### config.mk
export PLATFORM = sky130hd
export DESIGN_NAME = pwp_top
export DESIGN_NICKNAME = d
export VERILOG_FILES = /design/src/hdl/pwp_pkg.sv /design/src/hdl/pwp_top.sv
export VERILOG_INCLUDE_DIRS = /design/src /design/src/hdl
export SDC_FILE = /design/constraint.sdc
export NUM_CORES = 1
export LEC_CHECK = 0
export BUFFER_PORTS_ARGS = -buffer_cell sky130_fd_sc_hd__buf_2
export CAP_MARGIN = 10
export CORE_ASPECT_RATIO = 0.9
export CORE_UTILIZATION = 59
export CTS_CLUSTER_SIZE = 24
export DETAILED_ROUTE_END_ITERATION = 16
export GPL_ROUTABILITY_DRIVEN = 0
export PLACE_DENSITY_LB_ADDON = 0.25
export SYNTH_ARGS = -nofsm -noshare
export SYNTH_HDL_FRONTEND = slang
export SYNTH_SLANG_ARGS = --single-unit
### constraint.sdc
create_clock -name core_clk -period 3.9 [get_ports core_clk]
set_input_delay 0.78 -clock core_clk [delete_from_list [all_inputs] [get_ports core_clk]]
set_output_delay 0.78 -clock core_clk [all_outputs]
set_load 0.1 [all_outputs]
### src/hdl/pwp_map.svh
// What this block does
// - a one written to the clear view unprotects that peripheral
// - a one written to the set view protects that peripheral
// - both views read back the same protection vector, one means protected
// - writes to a protected peripheral are dropped and answered with an error
// - double protect or double unprotect of a peripheral answers with a bus error
// - zero bits written to either view change nothing
// - bit 3 of this group guards the generic clock controller
// - byte, halfword and word accesses each complete as one indivisible operation
// - each byte and halfword of a view is reached by strobes at the view's word address; other addresses answer with an error
// - address and data of a transfer are taken in one cycle
// - sparse byte, halfword and word transfers work for reads and writes
`ifndef PWP_MAP_SVH
`define PWP_MAP_SVH
`define PWP_CLR_OFS  8'h00
`define PWP_SET_OFS  8'h04
`define PWP_CLKCTL_BIT 3
`define PWP_IDX_W    5
`define PWP_PROT_RST 32'h0000_0000
`endif

### src/hdl/pwp_pkg.sv
package pwp_pkg;
    typedef enum logic [1:0] {
        PWP_IDLE = 2'h1,
        PWP_RESP = 2'h2
    } pwp_state_e;

    typedef struct packed {
        logic        psel;
        logic        pwrite;
        logic [7:0]  paddr;
        logic [31:0] pwdata;
        logic [3:0]  pstrb;
    } pwp_bus_req_s;

    typedef struct packed {
        logic        pready;
        logic        pslverr;
        logic [31:0] prdata;
    } pwp_bus_rsp_s;

    typedef struct packed {
        pwp_state_e   state;
        logic [31:0]  prot;
        pwp_bus_rsp_s rsp;
        logic         pw_grant;
        logic         pw_denied;
    } pwp_regs_s;
endpackage

### src/hdl/pwp_top.sv
`timescale 1ns/1ps
`default_nettype none
`include "pwp_map.svh"
module pwp_top #(
    parameter logic [31:0] PROT_RESET = `PWP_PROT_RST
) (
    // clock and reset
    input  wire logic                     core_clk,
    input  wire logic                     rstn,
    // register bus
    input  wire pwp_pkg::pwp_bus_req_s    bus_req,
    output var  pwp_pkg::pwp_bus_rsp_s    bus_rsp,
    // peripheral write gate
    input  wire logic                     pw_req,
    input  wire logic [`PWP_IDX_W-1:0]    pw_idx,
    output var  logic                     pw_grant,
    output var  logic                     pw_denied,
    // status
    output var  logic                     clkctl_protected
);
    import pwp_pkg::*;

    logic        rst_meta_reg;
    logic        rst_sync_n_reg;
    pwp_regs_s   st_reg;
    pwp_regs_s   st_next;
    logic        req;
    logic        sel_clr;
    logic        sel_set;
    logic        err_map;
    logic        err_dbl;
    logic [31:0] wmask;

    function automatic logic [31:0] lane_mask(input logic [3:0] strb);
        logic [31:0] m;
        m = '0;
        for (int i = 0; i < 4; i++) begin
            m[i*8 +: 8] = {8{strb[i]}};
        end
        return m;
    endfunction

    always_ff @(posedge core_clk or negedge rstn) begin
        if (!rstn) begin
            rst_meta_reg   <= 1'b0;
            rst_sync_n_reg <= 1'b0;
        end else begin
            rst_meta_reg   <= 1'b1;
            rst_sync_n_reg <= rst_meta_reg;
        end
    end

    // byte lanes give sub-word access without read-modify-write
    assign req     = (st_reg.state == PWP_IDLE) && bus_req.psel;
    assign sel_clr = (bus_req.paddr == `PWP_CLR_OFS);
    assign sel_set = (bus_req.paddr == `PWP_SET_OFS);
    assign err_map = !(sel_clr || sel_set);
    assign wmask   = bus_req.pwdata & lane_mask(bus_req.pstrb);
    // whole write refused when any chosen bit already holds the asked state
    assign err_dbl = bus_req.pwrite &&
                     ((sel_set && |(wmask & st_reg.prot)) ||
                      (sel_clr && |(wmask & ~st_reg.prot)));

    always_comb begin
        st_next            = st_reg;
        st_next.rsp.pready = 1'b0;
        st_next.pw_grant   = 1'b0;
        st_next.pw_denied  = 1'b0;
        case (st_reg.state)
            PWP_IDLE: begin
                if (bus_req.psel) begin
                    st_next.state       = PWP_RESP;
                    st_next.rsp.pready  = 1'b1;
                    st_next.rsp.pslverr = err_map || err_dbl;
                    st_next.rsp.prdata  = '0;
                    if (!bus_req.pwrite && !err_map) begin
                        st_next.rsp.prdata = st_reg.prot & lane_mask(bus_req.pstrb);
                    end
                    if (bus_req.pwrite && !err_map && !err_dbl) begin
                        if (sel_set) begin
                            st_next.prot = st_reg.prot | wmask;
                        end else begin
                            st_next.prot = st_reg.prot & ~wmask;
                        end
                    end
                end
            end
            PWP_RESP: begin
                st_next.state = PWP_IDLE;
            end
            default: begin
                st_next.state = PWP_IDLE;
            end
        endcase
        // gate sees the vector before any write landing this cycle
        if (pw_req) begin
            if (st_reg.prot[pw_idx]) begin
                st_next.pw_denied = 1'b1;
            end else begin
                st_next.pw_grant = 1'b1;
            end
        end
    end

    always_ff @(posedge core_clk or negedge rst_sync_n_reg) begin
        if (!rst_sync_n_reg) begin
            st_reg <= '{state: PWP_IDLE, prot: PROT_RESET, rsp: '0,
                        pw_grant: 1'b0, pw_denied: 1'b0};
        end else begin
            st_reg <= st_next;
        end
    end

    assign bus_rsp        = st_reg.rsp;
    assign pw_grant       = st_reg.pw_grant;
    assign pw_denied      = st_reg.pw_denied;
    assign clkctl_protected = st_reg.prot[`PWP_CLKCTL_BIT];

    // one check per byte lane, so a lane wired to the wrong strobe shows up
    generate
        for (genvar g = 0; g < 4; g++) begin : lane_chk

        end
    endgenerate
endmodule
`default_nettype wire
==> metrics <==
effective utilization at floorplan=61.0%; post-synthesis simple-gate area fraction=9.09%; syn avg cell area=11.8 um2; Most used DFF post-synth=dfrtp_1; top cells by area, synth=dfrtp_1 44%, mux2_4 8.6%, a22o_1 7.6%; async set-reset flop share out of synthesis=100%; floorplan die width=89.0 um; RSZ-0062 raised after global routing=false; Seq/Total Area, Yosys=44.8%; Setup Slack @ Placement=644 ps; peak supply drop=0.179 mV; most frequent cell after synthesis=dfrtp_1; Final period util=75.0%; Mapped Cells=341; grt ovf=0; Pre-antenna DRT Iters=4; antenna violations before repair=0; CTS Sinks=72; crit-path max FO=8; layout cells sized above 1=39.2%; largest net degree at the start of global routing=39; Commonest cells post-synth=71 x dfrtp_1, 36 x nand2_1, 35 x a22o_1; GRT Util Overall=26.9%; FF+latch count, synth=72; CORE AREA=6590 um2; vias in the first global route=2808; Clock Pin Slew Worst Setup and Hold Paths=80 ps; clock root cell=clkbuf_8; maximum root-to-sink buffer count=2; Rel. slew slack=52.5%; crit path launch type=input port; via/cell ratio=5.83; Post-layout nets=450; Final ANT Viol Nets=0; drc violations=0; Power Density=360 nW/um2; port bufs=90; Multi-input gate area=1740 um2; P_leak=2.34 nW; Clk Latency, worst-skew pair=360 ps; R2R cell count=8; worst-margin pin slew=712 ps; DRT iter0 DRCs=189; total CTS buffers=9; Fill cells=517; outcome=completed; setup TNS=0 ps; Netlist cell types=42; setup repair bufs after CTS=0; drt wl/cell=17.7 um; Critical Path RT=4130 ps; die area=7150 um2; combinational family with the most area after synthesis=compound AO/OA/AOI/OAI gates; mux cell area share after synthesis=17.0%; pins over their slew limit=0; area share of the largest cell type after synthesis=44.2%; arrival time worst endpoint=3150 ps; Post-synth EDFFs=0; post-route setup slack=975 ps; Post-Syn Area=4020 um2; first-pass GRT wire length=14200 um; # resized after CTS=0; Compound-Gate Fraction of Synth Area=17.2%; die height=80.3 um; area delta synth->final=12.0%; Synth Warn #=0; Final Hold Viols=0; max frequency=342 MHz; critical path class=in -> reg; max_cap viols=0; via count=2861; ANT cells=0; DRT Wirelength=8690 um; hold buffer count at cts=0; setup violators final=0; CTS tree=built; Clock Skew=12.3 ps; Row Count=28; Storage cell area=1800 um2; Mapped Nets=395; CTS H-Tree Depth=3; endpoint type of the worst setup path=register; fin crit period=2930 ps; I/O pin total=91; post-synthesis adder-cell area fraction=0%; post-synthesis xor/xnor area fraction=0%; post-detail-place hpwl=6110 um; worst min path class=in -> async; post-synth top area cell=dfrtp_1
-- through the flow --
stage                     std cells  hold WS (ps)  utilization (%)  area (um2)  power [W]
after floorplan                 341           331                -        4020   0.000837
after global placement          475           338             64.5        4250   0.000891
after detailed placement        475           336             64.5        4250   0.000894
after CTS                       491           191             68.3        4500    0.00162
after global routing            491           189             68.3        4500    0.00167
final                           491           193             68.3        4500    0.00162
-- area by class of cell --
class / instances / share of cell area (%)
flip-flops and latches: 72 / 40.1
multi-input cells: 188 / 38.7
repair buffers: 92 / 10.3
clock buffers: 10 / 3.06
inverters: 33 / 2.75
clock inverters: 6 / 2.56
well taps: 90 / 2.50
-- worst max-delay path: stages --
cell and delay, ps:
buf_2 100, or4_4 540, nor4_4 200, and3_1 540
nand3_1 230, o32ai_4 310, nand2_1 130, mux2_1 330
-- cell families (layout without fill, tap and decap cells) --
| group | count (synthesis) | count (layout) |
|---|---|---|
| AOI/OAI and AO/OA | 79 | 79 |
| buffers and inverters | 81 | 141 |
| DFF | 72 | 72 |
| muxes | 43 | 43 |
| other | 1 | 1 |
| and+or+nand+nor | 65 | 65 |
-- where the power goes --
part / total, W / switching [W] / internal [W]
Sequential: 0.000759 / 0.00000725 / 0.000751
Combinational: 0.000120 / 0.0000812 / 0.0000387
Clock: 0.000742 / 0.000296 / 0.000446
-- per-layer routing --
metal	share of wire (%)	track usage, %	up-vias
met1	44	37.1	1432
met5	0	0	-
li1	-	-	1305
met3	6.1	6.06	16
met4	1.8	11.3	0
met2	48	41.1	108
-- final timing paths --
| path | startpoint | to | slack (ps) |
|---|---|---|---|
| hold reg to reg | rst_sync_n_reg | bus_rsp[18] | 330 |
| min in group core_clk | rst_meta_reg | rst_sync_n_reg | 350 |
| hold / removal | rstn | rst_sync_n_reg | 190 |
| setup reg to reg | st_reg[68] | register | 1400 |
| max in group asynchronous | rst_sync_n_reg | st_reg[68] | 2580 |
| setup / recovery | bus_req[37] | register | 970 |
-- cells in the final DEF, fill, tap and decap left out, types with 4 or more instances in the layout --
cell type / count
o32ai_4: 4
buf_2: 90
mux4_2: 10
nand3_1: 7
a22o_1: 35
o22ai_1: 13
clkbuf_8: 10
nand2_4: 4
nand2_1: 36
a22oi_1: 12
mux2_1: 9
dfrtp_1: 70
inv_1: 32
and2_1: 5
mux2_4: 23
o21ai_0: 5
No activity file was read; power rests on OpenSTA's default activity.
